### src/rtl/spinit_defs.svh
// Constants for the secondary interrupt unit initialization block
`ifndef SPINIT_DEFS_SVH
`define SPINIT_DEFS_SVH
`define SPINIT_PORT_EVEN      8'hA0
`define SPINIT_PORT_ODD       8'hA1
`define SPINIT_W1_START_BIT   4
`define SPINIT_W1_LEVEL_BIT   3
`define SPINIT_W2_VEC_HI      7
`define SPINIT_W2_VEC_LO      3
`define SPINIT_W4_FNEST_BIT   4
`define SPINIT_W4_AEOI_BIT    1
`define SPINIT_WORD_RESET     8'h00
`define SPINIT_W4_RESET       8'h02
`define SPINIT_VECTOR_RESET   8'h00
`define SPINIT_PULSE_RESET    1'h0
`endif

### src/rtl/spinit_pkg.sv
// Types for the secondary interrupt unit initialization block
package spinit_pkg;
  typedef enum logic [3:0] {
    SPINIT_OPER = 4'h1,
    SPINIT_W2   = 4'h2,
    SPINIT_W3   = 4'h4,
    SPINIT_W4   = 4'h8
  } spinit_state_type;
endpackage : spinit_pkg

### src/rtl/spinit_wordreg.sv
// Byte-wide configuration word register with write strobe
`timescale 1ns/1ps
`default_nettype none
module spinit_wordreg #(
  parameter logic [7:0] RESET_VAL = 8'h00
) (
  // Clock and reset
  input  wire logic       i_clk,
  input  wire logic       i_resetn,
  // Write side
  input  wire logic       i_we,
  input  wire logic [7:0] i_wdata,
  // Stored word
  output logic      [7:0] o_q
);
  logic [7:0] word_ff;

  always_ff @(posedge i_clk) begin
    if (!i_resetn) begin
      word_ff <= RESET_VAL;
    end else if (i_we) begin
      word_ff <= i_wdata;
    end
  end

  assign o_q = word_ff;
endmodule : spinit_wordreg
`default_nettype wire

### src/rtl/spinit_secondary_interrupt_unit.sv
// Initialization sequencer and config store of the secondary interrupt unit
`timescale 1ns/1ps
`default_nettype none
`include "spinit_defs.svh"
module spinit_secondary_interrupt_unit
  import spinit_pkg::*;
(
  // Clock and reset
  input  wire logic       i_clk,
  input  wire logic       i_resetn,
  // Host I/O port access
  input  wire logic       i_io_wr,
  input  wire logic [7:0] i_io_addr,
  input  wire logic [7:0] i_io_wdata,
  // Acknowledge interface
  input  wire logic       i_ack_second,
  input  wire logic [2:0] i_resolver_level,
  // Configuration out
  output logic            o_init_busy,
  output logic            o_level_trigger,
  output logic [4:0]      o_vector_base,
  output logic [7:0]      o_cascade_word,
  output logic            o_auto_eoi_en,
  output logic            o_full_nest_en,
  output logic [7:0]      o_ack_vector,
  output logic            o_auto_eoi_pulse
);

  // Sequencer state
  spinit_state_type state_ff;
  spinit_state_type nxt_state;

  // Stored words
  logic [7:0]       w1_q;
  logic [7:0]       w2_q;
  logic [7:0]       w3_q;
  logic [7:0]       w4_q;

  // Acknowledge path
  logic [7:0]       ack_vector_ff;
  logic [7:0]       nxt_ack_vector;
  logic             aeoi_ff;
  logic             nxt_aeoi;

  // Port and word decode
  logic             even_wr;
  logic             odd_wr;
  logic             start_hit;
  logic             w1_we;
  logic             w2_we;
  logic             w3_we;
  logic             w4_we;
  logic             aeoi_en;
  logic             in_oper;

  // Strobed write to one port
  function automatic logic port_hit(
    input logic       wr,
    input logic [7:0] addr,
    input logic [7:0] port
  );
    port_hit = wr && (addr == port);
  endfunction : port_hit

  // Odd-port write landing on the word being waited for
  function automatic logic word_hit(
    input logic             hit,
    input spinit_state_type cur,
    input spinit_state_type want
  );
    word_hit = hit && (cur == want);
  endfunction : word_hit

  // Upper five vector bits held in word two
  function automatic logic [4:0] vec_upper(
    input logic [7:0] word
  );
    vec_upper = word[`SPINIT_W2_VEC_HI:`SPINIT_W2_VEC_LO];
  endfunction : vec_upper

  // Following position in the initialization sequence
  function automatic spinit_state_type next_word(
    input spinit_state_type cur
  );
    unique case (cur)
      SPINIT_OPER: next_word = SPINIT_OPER;
      SPINIT_W2:   next_word = SPINIT_W3;
      SPINIT_W3:   next_word = SPINIT_W4;
      SPINIT_W4:   next_word = SPINIT_OPER;
      default:     next_word = SPINIT_OPER;
    endcase
  endfunction : next_word

  // Write decode
  assign even_wr   = port_hit(i_io_wr, i_io_addr, `SPINIT_PORT_EVEN);
  assign odd_wr    = port_hit(i_io_wr, i_io_addr, `SPINIT_PORT_ODD);
  assign start_hit = i_io_wdata[`SPINIT_W1_START_BIT];
  assign w1_we     = even_wr && start_hit;
  assign w2_we     = word_hit(odd_wr, state_ff, SPINIT_W2);
  assign w3_we     = word_hit(odd_wr, state_ff, SPINIT_W3);
  assign w4_we     = word_hit(odd_wr, state_ff, SPINIT_W4);
  assign in_oper   = (state_ff == SPINIT_OPER);

  // Word one restarts the sequence from any state
  always_comb begin
    nxt_state = state_ff;
    if (w1_we) begin
      nxt_state = SPINIT_W2;
    end else begin
      unique case (state_ff)
        SPINIT_OPER: begin
          nxt_state = SPINIT_OPER;
        end
        SPINIT_W2: begin
          if (w2_we) begin
            nxt_state = next_word(state_ff);
          end
        end
        SPINIT_W3: begin
          if (w3_we) begin
            nxt_state = next_word(state_ff);
          end
        end
        SPINIT_W4: begin
          if (w4_we) begin
            nxt_state = next_word(state_ff);
          end
        end
        default: begin
          nxt_state = SPINIT_OPER;
        end
      endcase
    end
  end

  always_ff @(posedge i_clk) begin
    if (!i_resetn) begin
      state_ff <= SPINIT_OPER;
    end else begin
      state_ff <= nxt_state;
    end
  end

  // Word registers; write enables differ, and word four also has its own reset value
  spinit_wordreg #(.RESET_VAL(`SPINIT_WORD_RESET)) u_w1 (
    .i_clk   (i_clk),
    .i_resetn(i_resetn),
    .i_we    (w1_we),
    .i_wdata (i_io_wdata),
    .o_q     (w1_q)
  );

  spinit_wordreg #(.RESET_VAL(`SPINIT_WORD_RESET)) u_w2 (
    .i_clk   (i_clk),
    .i_resetn(i_resetn),
    .i_we    (w2_we),
    .i_wdata (i_io_wdata),
    .o_q     (w2_q)
  );

  // Upper bits kept as written; software is expected to zero them
  spinit_wordreg #(.RESET_VAL(`SPINIT_WORD_RESET)) u_w3 (
    .i_clk   (i_clk),
    .i_resetn(i_resetn),
    .i_we    (w3_we),
    .i_wdata (i_io_wdata),
    .o_q     (w3_q)
  );

  // Reset leaves auto EOI off
  spinit_wordreg #(.RESET_VAL(`SPINIT_W4_RESET)) u_w4 (
    .i_clk   (i_clk),
    .i_resetn(i_resetn),
    .i_we    (w4_we),
    .i_wdata (i_io_wdata),
    .o_q     (w4_q)
  );

  // Acknowledge vector and auto EOI pulse
  assign nxt_ack_vector = {vec_upper(w2_q),
                           i_resolver_level};
  assign aeoi_en        = ~w4_q[`SPINIT_W4_AEOI_BIT];
  assign nxt_aeoi       = i_ack_second && aeoi_en && in_oper;

  // Vector taken at the end of the second acknowledge cycle
  always_ff @(posedge i_clk) begin
    if (!i_resetn) begin
      ack_vector_ff <= `SPINIT_VECTOR_RESET;
    end else if (i_ack_second) begin
      ack_vector_ff <= nxt_ack_vector;
    end
  end

  // Pulse suppressed while a sequence is in progress
  always_ff @(posedge i_clk) begin
    if (!i_resetn) begin
      aeoi_ff <= `SPINIT_PULSE_RESET;
    end else begin
      aeoi_ff <= nxt_aeoi;
    end
  end

  // Configuration outputs
  assign o_init_busy      = !in_oper;
  assign o_level_trigger  = w1_q[`SPINIT_W1_LEVEL_BIT];
  assign o_vector_base    = vec_upper(w2_q);
  assign o_cascade_word   = w3_q;
  assign o_auto_eoi_en    = aeoi_en;
  assign o_full_nest_en   = w4_q[`SPINIT_W4_FNEST_BIT];

  // Acknowledge outputs
  assign o_ack_vector     = ack_vector_ff;
  assign o_auto_eoi_pulse = aeoi_ff;
endmodule : spinit_secondary_interrupt_unit
`default_nettype wire

### config.mk
export PLATFORM = sky130hd
export DESIGN_NAME = spinit_secondary_interrupt_unit
export DESIGN_NICKNAME = d
export VERILOG_FILES = /design/src/rtl/spinit_pkg.sv /design/src/rtl/spinit_wordreg.sv /design/src/rtl/spinit_secondary_interrupt_unit.sv
export VERILOG_INCLUDE_DIRS = /design/src /design/src/rtl
export SDC_FILE = /design/constraint.sdc
export NUM_CORES = 1
export LEC_CHECK = 0
export BUFFER_PORTS_ARGS = -buffer_cell sky130_fd_sc_hd__buf_2
export CAP_MARGIN = 20
export CORE_ASPECT_RATIO = 1.1
export CORE_UTILIZATION = 46
export DETAILED_ROUTE_END_ITERATION = 8
export PLACE_DENSITY = 0.77
export SYNTH_ARGS = -nofsm -noshare
export SYNTH_HDL_FRONTEND = slang
export SYNTH_SLANG_ARGS = --single-unit
### constraint.sdc
create_clock -name i_clk -period 1.8 [get_ports i_clk]
set_clock_uncertainty 0.15 [all_clocks]
set_input_delay 0.18 -clock i_clk [delete_from_list [all_inputs] [get_ports i_clk]]
set_output_delay 0.18 -clock i_clk [all_outputs]
set_load 0.02 [all_outputs]
# After elaboration in Yosys (flattened, before gate mapping)
# Cells that the tools add are included.
[word_totals]
regBits = 38
out_inout_bits = 26
[classes]
eq_ne = 12
mux = 5
bitwise_logic = 2
n_reduce_logical = 12
[ops]
columns = ["operator", "count"]
rows = [
  ["$eq 8x8->1 const B", 2],
  ["$mux 4", 3],
  ["$pmux 4 s3", 1],
  ["$ne 3x1->1 const B", 3],
  ["$logic_and 1x1->1", 8],
  ["$ne 2x1->1 const B", 3],
  ["$reduce_and 3->1", 2],
  ["$eq 4x1->1 const B", 1],
  ["$eq 4x2->1 const B", 1],
  ["$eq 4x3->1 const B", 1],
  ["$eq 4x4->1 const B", 1],
  ["$mux 2", 1],
  ["$not 1->1", 2],
  ["$reduce_or 2->1", 1],
  ["$logic_not 1->1", 1],
]

# Logic depth before layout (Yosys ltp)
[logic_depth]
depth_word = 6
ltp_mapped = 5

# By module
# Synthesis repeated with hierarchy kept, for this count alone.
[hier_totals]
cells_unflattened = 163
hier_area_um2 = 1866.8
[by_module_without_submodules]
columns = ["module", "instances", "cells_per_inst", "area_each_um2", "seq_area_each_um2"]
rows = [
  ["spinit_wordreg (u_w1 ...)", 3, 25, 301.5, 160.2],
  ["spinit_secondary_interrupt_unit", 1, 63, 663.1, 260.2],
  ["spinit_wordreg (u_w4)", 1, 25, 299.0, 160.2],
]

# Worst setup path after synthesis
# OpenSTA, ideal clock, no wires.
[synth_path]
path_kind = "input-to-reg"
startpoint = "in i_io_addr[3]"
endpoint = "reg state_ff[2]"
setup_ns = 0.103
arrival_time_ns = 1.367
t_required_ns = 1.547
path_slack_ns = 0.179
cell_stages = 4
path_buffers = 0
path_cell_list = "nor4b_4 -> nand3_2 -> or3b_1 -> a2111oi_2"
[synth_via]
elab_chain_len = 5
word_cells_on_any_way = 13
classes_between = "eq/ne: 5; reduce/logical: 8"
[synth_lines]
columns = ["element", "line", "rtl"]
rows = [
  ["from (decl)", "spinit_secondary_interrupt_unit.sv:13", "input wire logic [7:0] i_io_addr,"],
  ["$eq 8x8->1", "spinit_secondary_interrupt_unit.sv:62", "port_hit = wr && (addr == port);"],
  ["$logic_and 1x1->1", "spinit_secondary_interrupt_unit.sv:62", ""],
  ["$logic_and 1x1->1", "spinit_secondary_interrupt_unit.sv:71", "word_hit = hit && (cur == want);"],
  ["$ne 2x1->1 (no line)", "--", ""],
  ["$reduce_and 3->1 (no line)", "--", ""],
  ["to (signal assigned)", "spinit_secondary_interrupt_unit.sv:140", "state_ff <= nxt_state;"],
  ["to (decl)", "spinit_secondary_interrupt_unit.sv:30", "spinit_state_type state_ff;"],
]
# Several ways; a longest one is shown, not always the timed one.
# A chain may end at the register's enable or synchronous reset.

# Final worst setup path
[layout_path]
startpoint = "reg state_ff[3]"
endpoint = "out o_init_busy"
[layout_via]
elab_chain_len = 2
[layout_lines]
columns = ["element", "line", "rtl"]
rows = [
  ["$eq 4x1->1", "spinit_secondary_interrupt_unit.sv:102", "assign in_oper = (state_ff == SPINIT_OPER);"],
  ["$logic_not 1->1", "spinit_secondary_interrupt_unit.sv:204", "assign o_init_busy = !in_oper;"],
  ["to (decl)", "spinit_secondary_interrupt_unit.sv:19", "output logic o_init_busy,"],
]
# No other way between the ends.

==> impl_metrics.ini <==
[global_route]
grt_pass1_vias = 1049
antenna_found_initial = 0
use_met2_pct = 36.00
gr-usage-all-layers_pct = 21.53
grt.met3_usage_pct = 8.540
busiest_layer = met2
grt_pass1_wl_mm = 4.547
grt_max_degree = 21
grt-ovfl-total = 0
met1_usage_pct = 23.74

[placed_design]
port-buffer-count = 48
dp_slack_ns = 0.03830
dp_hpwl_mm = 1.908
gp_congestion = 0.8085

[timing]
hold_ws_ns = 0.05902
rsz0062_at_grt = no
fin_crit_sh_pct = 95.74
finalHoldViolCount = 0
setup_slack_ns = 0.07660
worst_slew_pin_slew_ns = 0.3749
relSlewSlack_pct = 74.66
tns_ns = 0
fmax_mhz = 580.2
setup_violations = 0
min_period_ns = 1.723
slew_violations = 0

[layout]
areaGrowthSynthToFinish_pct = 43.73
drive_gt1_share_pct = 36.61
antenna-diode-count = 0
fin_nets = 205
final_cell_mix = buf_2 (47), dfxtp_1 (27), nor2b_1 (18), mux2i_1 (18), dlygate4sd3_1 (12)
final_common_cell = buf_2

[worst_setup_path]
start_kind = flop
critPathArrivalTime_ns = 1.39
cp_slowest_cell = or4b_4
path_class = reg -> out
worstPathCellList = or4b_4 > buf_6
worstSetupEndpointType = primary output
worstPathMaxFanout = 6
max_stage_delay_ns = 0.54
worstPathRequired_ns = 1.47

[die]
die_height_um = 55.29
fp-row-count = 18
io_pins = 49
die_area_um2 = 2789
coreArea_um2 = 2342
die_width_um = 50.44
initial_core_util_pct = 50.69

[yosys]
synth_ff_type = dfxtp_1
ys_seq_elements = 29
yosys.area.top_type = dfxtp_1
async_flop_share_pct = 0
synth_cell_types = 26
yosysSeqAreaShare_pct = 48.89
synthCells = 115
netlist_area_um2 = 1187
synth_edf_count = 0
yosysWarnings = 0
synthTopCellsByArea = dfxtp_1 (49%), mux2i_1 (15%), nor2b_1 (9.5%)
synth_top_area_share_pct = 48.89
synth.avg_cell_area_um2 = 10.33
synthesis.nets = 138

[run_status]
status = completed

[detailed_routing]
drt-total-wl_mm = 2.717
drt-vias-per-instance = 5.000
ant_nets = 0
first_iter_violations = 6
vias = 1065
drc_errors = 0
routedWlPerCell_um = 12.76
dr.pass1.iters = 4

[power_and_ir_drop]
p_leak_uw = 0.0008335
p_per_area_nw_per_um2 = 762.7
peakVddDrop_mv = 0.7667

[clock_network]
ctsRootBufferMaster = clkbuf_4
cts_tree = yes
ctsHtreeMaxLevel = 2
clk-insertion-delay-late_ns = 0.33
cts_made_buffers = 5
clockBufferDepth = 2
clk_pin_slew_worst_paths_ns = 0.09
cts.sinks = 29

[min_path]
hold_class = in -> reg

[job]
maxCapViolCount = 0
-- worst max-delay path, delay by kind of cell, from the launching register on --
kind	cells	cell delay, ns
buf+inv	1	0.15
simple gates	1	0.54
flops	1	0.38
-- cells by family after synthesis --
group,Yosys count,share of synthesized area (%)
flops,29,48.89
xor+xnor,1,0.7378
compound gates,11,5.900
simple gates,50,27.29
mux,18,15.17
buf+inv,6,2.001
-- metrics by stage --
stage	std cells	util [%]	total power [uW]	area (um^2)
6_report	213	72.86	1302	1707
5_1_grt	213	72.86	1353	1707
4_1_cts	212	72.28	1315	1693
3_5_place_dp	192	62.98	743.2	1475
3_3_place_gp	192	62.98	741.3	1475
2_1_floorplan	115	-	702.0	1187
-- registers in the layout, summed over array words and instances, names as in the netlist --
signal and count:
o_ack_vector 8, o_auto_eoi_pulse 1, u_w1.o_q 1, u_w3.o_q 8, state_ff 4, u_w4.o_q 2, u_w2.o_q 5
-- power breakdown --
| group | switching (uW) | internal, uW | leakage [uW] |
|---|---|---|---|
| Sequential | 2.02 | 645 | 0.000234 |
| Clock | 222 | 332 | 0.0000455 |
| Combinational | 43.6 | 57.7 | 0.000554 |
-- final timing paths --
path                                  from  depth (start not counted)                           to  slack, ns
setup / recovery  state_ff[3]$_SDFFE_PP0P_                          2                  o_init_busy       0.08
hold / removal                i_ack_second                          3  o_auto_eoi_pulse$_SDFF_PN0_       0.06
setup reg to reg  state_ff[2]$_SDFFE_PP0P_                          5     u_w3.o_q[0]$_SDFFE_PN0P_       0.20
hold reg to reg   u_w4.o_q[1]$_SDFFE_PN1P_                          1  o_auto_eoi_pulse$_SDFF_PN0_       0.32
-- timing repair --
action / 4_1_cts / 5_1_grt
pin swaps: 0 / 1
setup endpoints to repair: 1 / 7
hold buffers: 12 / 0
gates resized for setup: 5 / 1
setup buffers: 0 / 1
hold endpoints to repair: 17 / 0
-- cell type report --
class	instances	area, um^2
tap	30	37.54
sequential	29	583.1
timing repair buffer	65	404.1
multi-input combinational	80	593.1
clock inverter	1	30.03
fill	194	635.6
clock buffer	7	55.05
inverter	1	3.754
-- Yosys cell counts, drive strengths merged (3+ instances only) --
master	instances
nor2b	18
dfxtp	29
nand2	10
o21ai	7
mux2i	18
nand3	7
nand4	3
clkbuf	4
nor4b	4
-- routing by layer --
metal / part of all wire, % / vias up
li1: - / 543
met1: 43 / 482
met2: 50 / 35
met3: 5.2 / 5
met4: 1.7 / 0
met5: 0 / -
Note: power is estimated with default switching activity, not from simulation.
